<file path="config.mk">
export PLATFORM = sky130hd
export DESIGN_NAME = jtag_char_fifo_pair
export DESIGN_NICKNAME = d
export VERILOG_FILES = /design/src/include/jtag_char_fifo_pkg.sv /design/src/char_fifo.sv /design/src/jtag_char_fifo_pair.sv
export SDC_FILE = /design/constraint.sdc
export NUM_CORES = 1
export LEC_CHECK = 0
export BUFFER_PORTS_ARGS = -buffer_cell sky130_fd_sc_hd__clkbuf_2
export CORE_UTILIZATION = 55
export DETAILED_ROUTE_END_ITERATION = 12
export GPL_ROUTABILITY_DRIVEN = 1
export PLACE_DENSITY = 0.68
export SYNTH_ARGS = -nofsm -noshare
export SYNTH_HDL_FRONTEND = slang
export SYNTH_SLANG_ARGS = --single-unit
</file>
<file path="constraint.sdc">
create_clock -name clk_sys_in -period 3.65 [get_ports clk_sys_in]
set_input_delay 0.1825 -clock clk_sys_in [delete_from_list [all_inputs] [get_ports clk_sys_in]]
set_output_delay 0.1825 -clock clk_sys_in [all_outputs]
set_load 0.02 [all_outputs]
</file>
<file path="src/include/jtag_char_fifo_pkg.sv">
package jtag_char_fifo_pkg;

   localparam int DATA_W = 32;
   localparam int CHAR_W = 8;
   localparam int DEPTH_MIN = 8;
   localparam int DEPTH_MAX = 32768;
   localparam int DEPTH_DEFAULT = 64;
   localparam int LEVEL_W = 16;
   localparam logic [LEVEL_W-1:0] THRESH_DEFAULT = 16'h0008;
   localparam int PRELOAD_MAX_CHARS = 16;
   localparam int PRELOAD_IDX_W = 5;
   localparam logic [DATA_W-CHAR_W-1:0] DATA_PAD = 24'h000000;

   typedef enum logic [1:0] {
      SIM_NONE = 2'b00,
      SIM_OUTPUT = 2'b01,
      SIM_INTERACTIVE = 2'b10
   } sim_console_t;

   typedef enum logic [0:0] {
      ST_PRELOAD = 1'b0,
      ST_RUN = 1'b1
   } load_phase_t;

   typedef struct packed {
      logic valid;
      logic [CHAR_W-1:0] data;
   } char_beat_t;

   // Rounds a requested depth up to a power of two inside the legal range
   function automatic int legal_depth(input int req);
      int d;
      d = DEPTH_MIN;
      while (d < req && d < DEPTH_MAX) begin
         d = d * 2;
      end
      return d;
   endfunction : legal_depth

endpackage : jtag_char_fifo_pkg

</file>
<file path="src/char_fifo.sv">
`timescale 1ns/1ns
module char_fifo
   import jtag_char_fifo_pkg::*;
#(
   parameter int WIDTH = CHAR_W,
   parameter int DEPTH = DEPTH_DEFAULT,
   parameter bit USE_REGS = 1'b0
) (
   input wire logic clk_sys_in,
   input wire logic sys_rst_in,
   input wire logic in_valid_in,
   input wire logic [WIDTH-1:0] in_data_in,
   output logic in_ready_out,
   output logic out_valid_out,
   output logic [WIDTH-1:0] out_data_out,
   input wire logic out_ready_in,
   output logic [$clog2(DEPTH):0] count_out
);
   localparam int AW = $clog2(DEPTH);
   localparam logic [AW:0] DEPTH_CNT = (AW+1)'(DEPTH);

   typedef struct packed {
      logic [AW-1:0] wptr;
      logic [AW-1:0] rptr;
      logic [AW:0] count;
      logic full;
      logic out_valid;
      logic [WIDTH-1:0] out_data;
   } fifo_state_t;

   fifo_state_t state;
   fifo_state_t next_state;
   logic [WIDTH-1:0] mem [DEPTH];
   logic push;
   logic pop;
   logic load;
   logic [AW:0] mem_count;

   always_comb begin
      next_state = state;
      push = in_valid_in && !state.full;
      pop = state.out_valid && out_ready_in;
      mem_count = state.count - (AW+1)'(state.out_valid);
      load = (mem_count != '0) && (!state.out_valid || pop);
      if (push) begin
         next_state.wptr = state.wptr + 1'b1;
      end
      // Head word sits in a register so downstream sees stable data
      if (load) begin
         next_state.out_data = mem[state.rptr];
         next_state.rptr = state.rptr + 1'b1;
         next_state.out_valid = 1'b1;
      end else if (pop) begin
         next_state.out_valid = 1'b0;
      end
      next_state.count = state.count + (AW+1)'(push) - (AW+1)'(pop);
      next_state.full = (next_state.count == DEPTH_CNT);
   end

   always_ff @(posedge clk_sys_in or posedge sys_rst_in) begin
      if (sys_rst_in) begin
         state <= '0;
      end else begin
         state <= next_state;
      end
   end

   // Register build resets its storage; block RAM cannot, but nothing reads stale words
   generate
      if (USE_REGS) begin : g_regs
         always_ff @(posedge clk_sys_in or posedge sys_rst_in) begin
            if (sys_rst_in) begin
               for (int i = 0; i < DEPTH; i++) begin
                  mem[i] <= '0;
               end
            end else if (push) begin
               mem[state.wptr] <= in_data_in;
            end
         end
      end else begin : g_ram
         always_ff @(posedge clk_sys_in) begin
            if (push) begin
               mem[state.wptr] <= in_data_in;
            end
         end
      end
   endgenerate

   assign in_ready_out = !state.full;
   assign out_valid_out = state.out_valid;
   assign out_data_out = state.out_data;
   assign count_out = state.count;

endmodule : char_fifo

</file>
<file path="src/jtag_char_fifo_pair.sv">
`timescale 1ns/1ns
// How it works
// - Write depth power of two, 8 to 32768
// - Read depth likewise, chosen independently
// - Bus writes fill write queue, link drains
// - Link fills read queue, bus reads pop
// - Interrupt when write level is at or below threshold
// - Interrupt when read free space reaches threshold
// - Storage as flops or RAM, same behaviour
// - Sixty-four bytes is the default depth
// - Simulation preload string fills read queue
// - Simulation options default off for hardware
// - Interactive console feeds read queue, skips preload
// - Output console echoes every accepted bus write
// - One byte per entry, low bits of word
// - Interrupt output is active high
module jtag_char_fifo_pair
   import jtag_char_fifo_pkg::*;
#(
   parameter int WR_DEPTH_REQ = DEPTH_DEFAULT,
   parameter int RD_DEPTH_REQ = DEPTH_DEFAULT,
   parameter bit USE_REGS = 1'b0,
   parameter sim_console_t SIM_MODE = SIM_NONE,
   parameter bit PRELOAD_EN = 1'b0,
   parameter int PRELOAD_LEN = 0,
   parameter logic [8*PRELOAD_MAX_CHARS-1:0] PRELOAD_TEXT = '0
) (
   input wire logic clk_sys_in,
   input wire logic sys_rst_in,
   input wire logic bus_wr_valid_in,
   input wire logic [DATA_W-1:0] bus_wr_data_in,
   output logic bus_wr_ready_out,
   output logic bus_rd_valid_out,
   output logic [DATA_W-1:0] bus_rd_data_out,
   input wire logic bus_rd_pop_in,
   output char_beat_t jtag_tx_out,
   input wire logic jtag_tx_ready_in,
   input wire char_beat_t jtag_rx_in,
   output logic jtag_rx_ready_out,
   input wire logic [LEVEL_W-1:0] wr_threshold_in,
   input wire logic [LEVEL_W-1:0] rd_threshold_in,
   output logic [LEVEL_W-1:0] wr_level_out,
   output logic [LEVEL_W-1:0] rd_level_out,
   output logic irq_out,
   input wire char_beat_t sim_console_in,
   output logic sim_console_ready_out,
   output char_beat_t sim_echo_out
);
   localparam int WR_DEPTH = legal_depth(WR_DEPTH_REQ);
   localparam int RD_DEPTH = legal_depth(RD_DEPTH_REQ);
   localparam int WR_AW = $clog2(WR_DEPTH);
   localparam int RD_AW = $clog2(RD_DEPTH);
   localparam logic [LEVEL_W:0] RD_DEPTH_LVL = (LEVEL_W+1)'(RD_DEPTH);
   localparam logic [PRELOAD_IDX_W-1:0] PRELOAD_END = PRELOAD_IDX_W'(PRELOAD_LEN);
   // Preload only when chosen and not overridden by the live console
   localparam bit DO_PRELOAD = PRELOAD_EN && (SIM_MODE != SIM_INTERACTIVE)
      && (PRELOAD_LEN > 0);

   typedef struct packed {
      load_phase_t phase;
      logic [PRELOAD_IDX_W-1:0] idx;
      logic irq;
      logic link_open;
      logic console_open;
      logic link_ready;
      logic console_ready;
      char_beat_t echo;
      logic [LEVEL_W-1:0] wr_level;
      logic [LEVEL_W-1:0] rd_level;
   } top_state_t;

   top_state_t state;
   top_state_t next_state;

   logic tx_in_ready;
   logic tx_out_valid;
   logic [CHAR_W-1:0] tx_out_data;
   logic [WR_AW:0] tx_count;
   logic rx_in_valid;
   logic [CHAR_W-1:0] rx_in_data;
   logic rx_in_ready;
   logic rx_out_valid;
   logic [CHAR_W-1:0] rx_out_data;
   logic [RD_AW:0] rx_count;
   logic [LEVEL_W-1:0] wr_level_now;
   logic [LEVEL_W-1:0] rd_level_now;
   logic [LEVEL_W:0] rd_space;
   logic [LEVEL_W:0] rx_next_count;
   logic wr_accept;

   function automatic logic [CHAR_W-1:0] preload_char(input logic [PRELOAD_IDX_W-1:0] i);
      int pos;
      pos = PRELOAD_LEN - 1 - int'(i);
      if (pos < 0) begin
         pos = 0;
      end
      return PRELOAD_TEXT[8*pos +: 8];
   endfunction : preload_char

   // Write queue: bus side fills, link side drains
   char_fifo #(
      .WIDTH(CHAR_W),
      .DEPTH(WR_DEPTH),
      .USE_REGS(USE_REGS)
   ) u_tx_fifo (
      .clk_sys_in(clk_sys_in),
      .sys_rst_in(sys_rst_in),
      .in_valid_in(bus_wr_valid_in),
      .in_data_in(bus_wr_data_in[CHAR_W-1:0]),
      .in_ready_out(tx_in_ready),
      .out_valid_out(tx_out_valid),
      .out_data_out(tx_out_data),
      .out_ready_in(jtag_tx_ready_in),
      .count_out(tx_count)
   );

   // Read queue: link side (or simulation source) fills, bus reads pop
   char_fifo #(
      .WIDTH(CHAR_W),
      .DEPTH(RD_DEPTH),
      .USE_REGS(USE_REGS)
   ) u_rx_fifo (
      .clk_sys_in(clk_sys_in),
      .sys_rst_in(sys_rst_in),
      .in_valid_in(rx_in_valid),
      .in_data_in(rx_in_data),
      .in_ready_out(rx_in_ready),
      .out_valid_out(rx_out_valid),
      .out_data_out(rx_out_data),
      .out_ready_in(bus_rd_pop_in),
      .count_out(rx_count)
   );

   always_comb begin
      rx_in_valid = 1'b0;
      rx_in_data = '0;
      if (state.phase == ST_PRELOAD) begin
         rx_in_valid = 1'b1;
         rx_in_data = preload_char(state.idx);
      end else if (state.console_open) begin
         rx_in_valid = sim_console_in.valid;
         rx_in_data = sim_console_in.data;
      end else if (state.link_open) begin
         rx_in_valid = jtag_rx_in.valid;
         rx_in_data = jtag_rx_in.data;
      end
   end

   always_comb begin
      next_state = state;
      wr_level_now = LEVEL_W'(tx_count);
      rd_level_now = LEVEL_W'(rx_count);
      rd_space = RD_DEPTH_LVL - (LEVEL_W+1)'(rx_count);
      wr_accept = bus_wr_valid_in && tx_in_ready;
      // Read queue level one edge ahead, so both ready outputs come from flops
      rx_next_count = (LEVEL_W+1)'(rx_count) + (LEVEL_W+1)'(rx_in_valid && rx_in_ready)
         - (LEVEL_W+1)'(rx_out_valid && bus_rd_pop_in);

      if (state.phase == ST_PRELOAD && rx_in_ready) begin
         next_state.idx = state.idx + 1'b1;
         if (next_state.idx == PRELOAD_END) begin
            next_state.phase = ST_RUN;
         end
      end
      next_state.link_open = (next_state.phase == ST_RUN)
         && (SIM_MODE != SIM_INTERACTIVE);
      next_state.console_open = (next_state.phase == ST_RUN)
         && (SIM_MODE == SIM_INTERACTIVE);
      next_state.link_ready = next_state.link_open && (rx_next_count != RD_DEPTH_LVL);
      next_state.console_ready = next_state.console_open
         && (rx_next_count != RD_DEPTH_LVL);

      // Sim echo valid is held low when SIM_MODE is left at none; echo data still follows accepted writes
      next_state.echo.valid = wr_accept && (SIM_MODE != SIM_NONE);
      next_state.echo.data = wr_accept ? bus_wr_data_in[CHAR_W-1:0] : state.echo.data;

      // Level-based request: drops by itself once the condition clears
      next_state.irq = (wr_level_now <= wr_threshold_in)
         || (rd_space <= {1'b0, rd_threshold_in});
      next_state.wr_level = wr_level_now;
      next_state.rd_level = rd_level_now;
   end

   always_ff @(posedge clk_sys_in or posedge sys_rst_in) begin
      if (sys_rst_in) begin
         state <= '0;
         state.phase <= DO_PRELOAD ? ST_PRELOAD : ST_RUN;
         state.link_open <= (SIM_MODE != SIM_INTERACTIVE) && !DO_PRELOAD;
         state.console_open <= (SIM_MODE == SIM_INTERACTIVE);
         state.link_ready <= (SIM_MODE != SIM_INTERACTIVE) && !DO_PRELOAD;
         state.console_ready <= (SIM_MODE == SIM_INTERACTIVE);
      end else begin
         state <= next_state;
      end
   end

   assign bus_wr_ready_out = tx_in_ready;
   assign bus_rd_valid_out = rx_out_valid;
   assign bus_rd_data_out = {DATA_PAD, rx_out_data};
   assign jtag_tx_out.valid = tx_out_valid;
   assign jtag_tx_out.data = tx_out_data;
   assign jtag_rx_ready_out = state.link_ready;
   assign sim_console_ready_out = state.console_ready;
   assign wr_level_out = state.wr_level;
   assign rd_level_out = state.rd_level;
   assign irq_out = state.irq;
   assign sim_echo_out = state.echo;

endmodule : jtag_char_fifo_pair

</file>
After elaboration in Yosys (flattened, before gate mapping)
Memory sizes are Yosys's and may differ from the RTL's. A register that Yosys moved wholly into a read port is not among the register bits.
Index checks and enable logic that the tools add are counted.
- word-level logic and storage cells: 76
- bits in latches: 0
- bits in read-only memories: 0
- RAM bits: 1024
- output and inout bits: 87
- memories kept: 2
- register bits: 72
- input bits: 87
- memories (name ; depth ; width ; rd ports ; clocked after memory_dff ; wr ports ; RTL line ; RTL):
    u_rx_fifo.mem ; 64 ; 8 ; 1 ; 1 ; 1 ; char_fifo.sv:33 ; logic [WIDTH-1:0] mem [DEPTH];
    u_tx_fifo.mem ; 64 ; 8 ; 1 ; 1 ; 1 ; char_fifo.sv:33 ;
- equality and inequality tests: 3
- $mul: 0
- reduce and logical (&&, ||, !) cells: 20
- divide/modulo/power cells: 0
- shift operators: 1
- add/subtract/negate cells: 15
- magnitude comparators: 3
- mux-type cells: 14
- bitwise operators: 1
- operators with widths (kind ; count):
    $shiftx A128 B32 Y8 const A ; 1
    $mux W29 ; 2
    $sub A7 B1 Y7 ; 4
    $add A6 B1 Y6 const B ; 4
    $le A17 B16 Y1 ; 1
    $ne A17 B7 Y1 const B ; 1
    $le A7 B16 Y1 ; 1
    $add A7 B1 Y7 ; 2
    $eq A7 B7 Y1 const B ; 2
    $reduce_bool A7 Y1 ; 2
    $mux W1 ; 10
    $sub A8 B1 Y9 ; 1
    $add A7 B1 Y8 ; 1
    $logic_and A1 B1 Y1 ; 8
    $mux W8 ; 1
    $sub A7 B7 Y8 const A ; 1
    $lt A7 B1 Y1 const B ; 1
    $sub A1 B6 Y7 const A ; 1
    $mux W6 ; 1
    $add A5 B1 Y5 const B ; 1
    $logic_not A5 Y1 ; 1
    $logic_not A1 Y1 ; 4
    $reduce_bool A2 Y1 ; 2
    $logic_or A1 B1 Y1 ; 3
    $not A1 Y1 ; 1

Longest topological paths before layout
- depth in word-level cells: 6
- depth in mapped cells: 14

Modules after synthesis
A second synthesis with hierarchy kept.
- cells, all modules: 2541
- area total of the unflattened synthesis: 46519.6 µm²
- by module, submodules not included (module ; instances ; area an instance (µm²) ; cells each):
    char_fifo (u_tx_fifo) ; 1 ; 21909.8 ; 1124
    char_fifo (u_rx_fifo) ; 1 ; 21834.7 ; 1120
    jtag_char_fifo_pair ; 1 ; 2775.2 ; 297

Least setup slack after synthesis
Ideal clock, no wire load.
- kind: reg2reg
- from: reg u_rx_fifo.state[9] in the netlist's numbering
- to: reg state (netlist bit jtag_rx_ready_out)
- period minus slack after synthesis: 2840 ps
- slack: 810 ps
- arrival: 2747 ps
- stages on the path, launching flop included: 11
- cell sequence: dfrtp_1 -> a21oi_1 -> ha_1 -> inv_1 -> fa_1 -> o21bai_1 -> a21oi_2 -> xnor2_1 -> or4_1 -> nor4b_2 -> a31oi_1
- RTL lines (what ; RTL line ; RTL):
    start, declared ; char_fifo.sv:31 ; fifo_state_t state;
    start signal, assigned ; char_fifo.sv:64 ; state <= next_state;
    end signal, assigned ; jtag_char_fifo_pair.sv:193 ; state <= next_state;
    end, declared ; jtag_char_fifo_pair.sv:72 ; top_state_t state;

==> reports/metrics.cfg <==
[status]
status = finished clean

[yosys]
synth_cells = 2442
ys_ff_latch = 1112
netlist_area_um2 = 45300
synth-seq-area-share_pct = 72.7
synthFlopType = edfxtp_1
async_reset_ff_share_pct = 7.91
yosysWarnings = 0
avgSynthCellArea_um2 = 18.6
ys_types = 68
synth_edf_count = 1024

[placed_design]
portBuffers = 96
dpl_cell_area_um2 = 46800
hpwl_um = 59800
place.gp.congestion = 0.838
pre_cts_slack_ps = 687

[global_routing]
grt_overflow = 0
grt_antenna_before_repair = 0
grt_util_all_layers_pct = 23.0
grt_pass1_vias = 23100
grt_pass1_wl_um = 143000
grt_max_degree = 66

[finish]
final_area_um2 = 50400
area_delta_synth_final_pct = 11.3
drive_gt1_share_pct = 22.9
diodes = 0
fill_cells = 5648
num-nets-final = 2753

[timing]
setup_viol = 0
relSlewSlack_pct = 36.2
tightest_slew_ps = 958
finalCriticalPeriod_ps = 3350
layout_setup_ws_ps = 299
tns_ps = 0
finClkSkew_ps = 20.4
rsz0062_at_grt = false
fin_hold_ws_ps = 109
fmax_ghz = 0.298
finalHoldViolations = 0
slew_violations = 0
fin_crit_sh_pct = 91.8

[detailed_routing]
drt-initial-drc-count = 2041
wl_per_cell_um = 25.0
ant_nets = 0
vias = 22700
via_per_inst = 6.05
wirelength_um = 94100
first_pass_iters = 5
drc_errors = 0

[worst_hold_path]
min_path_cells = 6
hold-path-endpoint = u_rx_fifo.state[25]$_DFFE_PP0N_
hold_path.class = in2reg
worstHoldStart = jtag_rx_in[8]

[critical_path]
worstPathRequired_ps = 4250
startpoint_type = flop
r2r_cells = 15
critical_path_class = reg2reg
critPathMaxFanout = 9
rr_startpoint = u_rx_fifo.count_out[2]$_DFF_PP0_
cp.arrival_ps = 3950
crit_path_end_kind = flop
timing.rr.end = irq_out$_DFF_PP0_
r2r_slack_ps = 300

[floorplan]
chipHeight_um = 289
initial_utilization_pct = 55.9
dieArea_um2 = 83500
ioPinCount = 174
coreArea_um2 = 81100
num_rows = 104
chipWidth_um = 289

[clock_tree]
numCtsBuffers = 109
worstSkewPairLatency_ps = 670
post_cts_buffers = 0
clk_path_buf_depth = 3
clk_pin_slew_worst_paths_ps = 60
cts_tree = built
clock-root-buffer = clkbuf_16
clkSinkCount = 1112
htreeDepth = 3

[power_and_ir_drop]
sequentialPowerShare_pct = 41.7
ir_drop_mv = 0.554
comb_power_share_pct = 30.2
p_int_mw = 26.7
switching_power_mw = 12.6
leakage_nw = 17.1
power_density_nw_per_um2 = 780
finalPower_mw = 39.3
clkPwrFrac_pct = 28.1
swShare_pct = 32.1

[flow_run]
cap_violations = 0

[per-stage QoR]
stage | instances | utilization [%]
2_1_floorplan | 2485 | -
3_3_place_gp | 3545 | 57.7
3_5_place_dp | 3545 | 57.7
4_1_cts | 3758 | 62.2
5_1_grt | 3758 | 62.2
6_report | 3758 | 62.2
[critical path, stage by stage, from the launching register on]
cell and delay [ps]:
dfrtp_2 480, inv_1 150, ha_1 190, inv_1 60, nor2_2 160, nand3_1 90
nand2_1 180, inv_2 130, ha_1 320, a21o_1 190, a21o_1 180, a21oi_1 190
nand2_1 70, o21a_1 170, o221ai_1 140, dlygate4sd3_1 570
[how the worst max path moves through the flow]
stage	from	to	slack, ps	cells after the start
3_3_place_gp	u_rx_fifo.out_valid_out$_DFFE_PP0P_	jtag_rx_ready_out$_DFF_PP1_	710	12
6_report	u_rx_fifo.count_out[2]$_DFF_PP0_	irq_out$_DFF_PP0_	300	15
5_1_grt	u_rx_fifo.count_out[2]$_DFF_PP0_	irq_out$_DFF_PP0_	30	15
2_1_floorplan	u_rx_fifo.state[9]$_DFF_PP0_	jtag_rx_ready_out$_DFF_PP1_	810	10
4_1_cts	u_rx_fifo.count_out[2]$_DFF_PP0_	irq_out$_DFF_PP0_	150	15
3_5_place_dp	u_rx_fifo.out_valid_out$_DFFE_PP0P_	jtag_rx_ready_out$_DFF_PP1_	690	12
[kinds of logic after synthesis]
kind of cell / after synthesis / share of synthesized area [%]
DFF: 1112 / 72.7
muxes: 355 / 13.5
and+or+nand+nor: 325 / 3.35
AOI/OAI and AO/OA: 276 / 4.28
buffers and inverters: 268 / 3.58
adders and majority gates: 63 / 1.77
xor gates and xnor gates: 42 / 0.812
other: 1 / 0.00828
[timing repair]
action / 4_1_cts / 5_1_grt
gates resized for setup: 0 / 4
hold buffers: 7 / 0
endpoints found under the setup margin: 0 / 1
hold endpoints to repair: 57 / 0
[state kept, by name, indices dropped and copies added (netlist names), 8 cells and up]
name                    count
u_rx_fifo.state            13
u_rx_fifo.mem             512
u_rx_fifo.out_data_out      8
u_tx_fifo.state            13
u_tx_fifo.out_data_out      8
sim_echo_out                8
u_tx_fifo.mem             512
[power groups by stage]
stage	clock (mW)	sequential, mW	combinational [mW]
after floorplan	0	15.9	9.42
after global placement	0	16.6	11.6
after detailed placement	0	16.7	11.9
after CTS	11.2	16.4	12.0
after global routing	11.7	16.5	12.8
final	11.0	16.4	11.9
[synth_stat cells, types with 8 or more instances]
cell / instances / area (um^2)
a22oi_1: 36 / 270
a31oi_1: 18 / 113
ha_1: 61 / 763
a21oi_1: 32 / 160
nor2_1: 160 / 601
nand2_1: 45 / 169
nor2b_1: 19 / 119
xnor2_1: 29 / 254
clkbuf_1: 50 / 188
mux4_2: 202 / 4550
o221ai_1: 29 / 254
o21ai_1: 8 / 40.0
buf_2: 34 / 170
dfrtp_1: 86 / 2150
buf_6: 17 / 191
xor2_1: 13 / 114
buf_4: 93 / 698
inv_1: 60 / 225
a22o_1: 15 / 131
mux2i_1: 138 / 1380
o22ai_1: 27 / 169
nand3_1: 32 / 160
edfxtp_1: 1024 / 30700
and2_1: 11 / 68.8
nand4_1: 14 / 87.6
a211oi_1: 52 / 390
o21ai_0: 28 / 140
mux2_2: 15 / 169
[cells in the final DEF, fill, tap and decap left out, types with 36 or more instances in the layout]
cell type and count:
inv_1 57, buf_4 109, nor2_1 159, nand2_1 45
conb_1 44, edfxtp_1 1024, ha_1 61, mux4_2 202
mux2i_1 138, dfrtp_1 80, clkbuf_16 112, a22oi_1 36
a211oi_1 52, clkbuf_2 96
[cell type report]
type	instances	area, um^2	area share (%)
timing repair buffer	215	1430	2.83
tap	1060	1330	2.63
clock inverter	66	598	1.19
multi-input combinational	1105	10900	21.7
clock buffer	140	2960	5.86
sequential	1112	33000	65.4
inverter	60	228	0.452
[per-layer routing]
layer	track usage (%)	part of all wire (%)
met1	31.7	41
met2	38.1	50
met3	2.90	5.3
met4	8.46	3.5
met5	0	0
No activity file was read; power rests on OpenSTA's default activity.
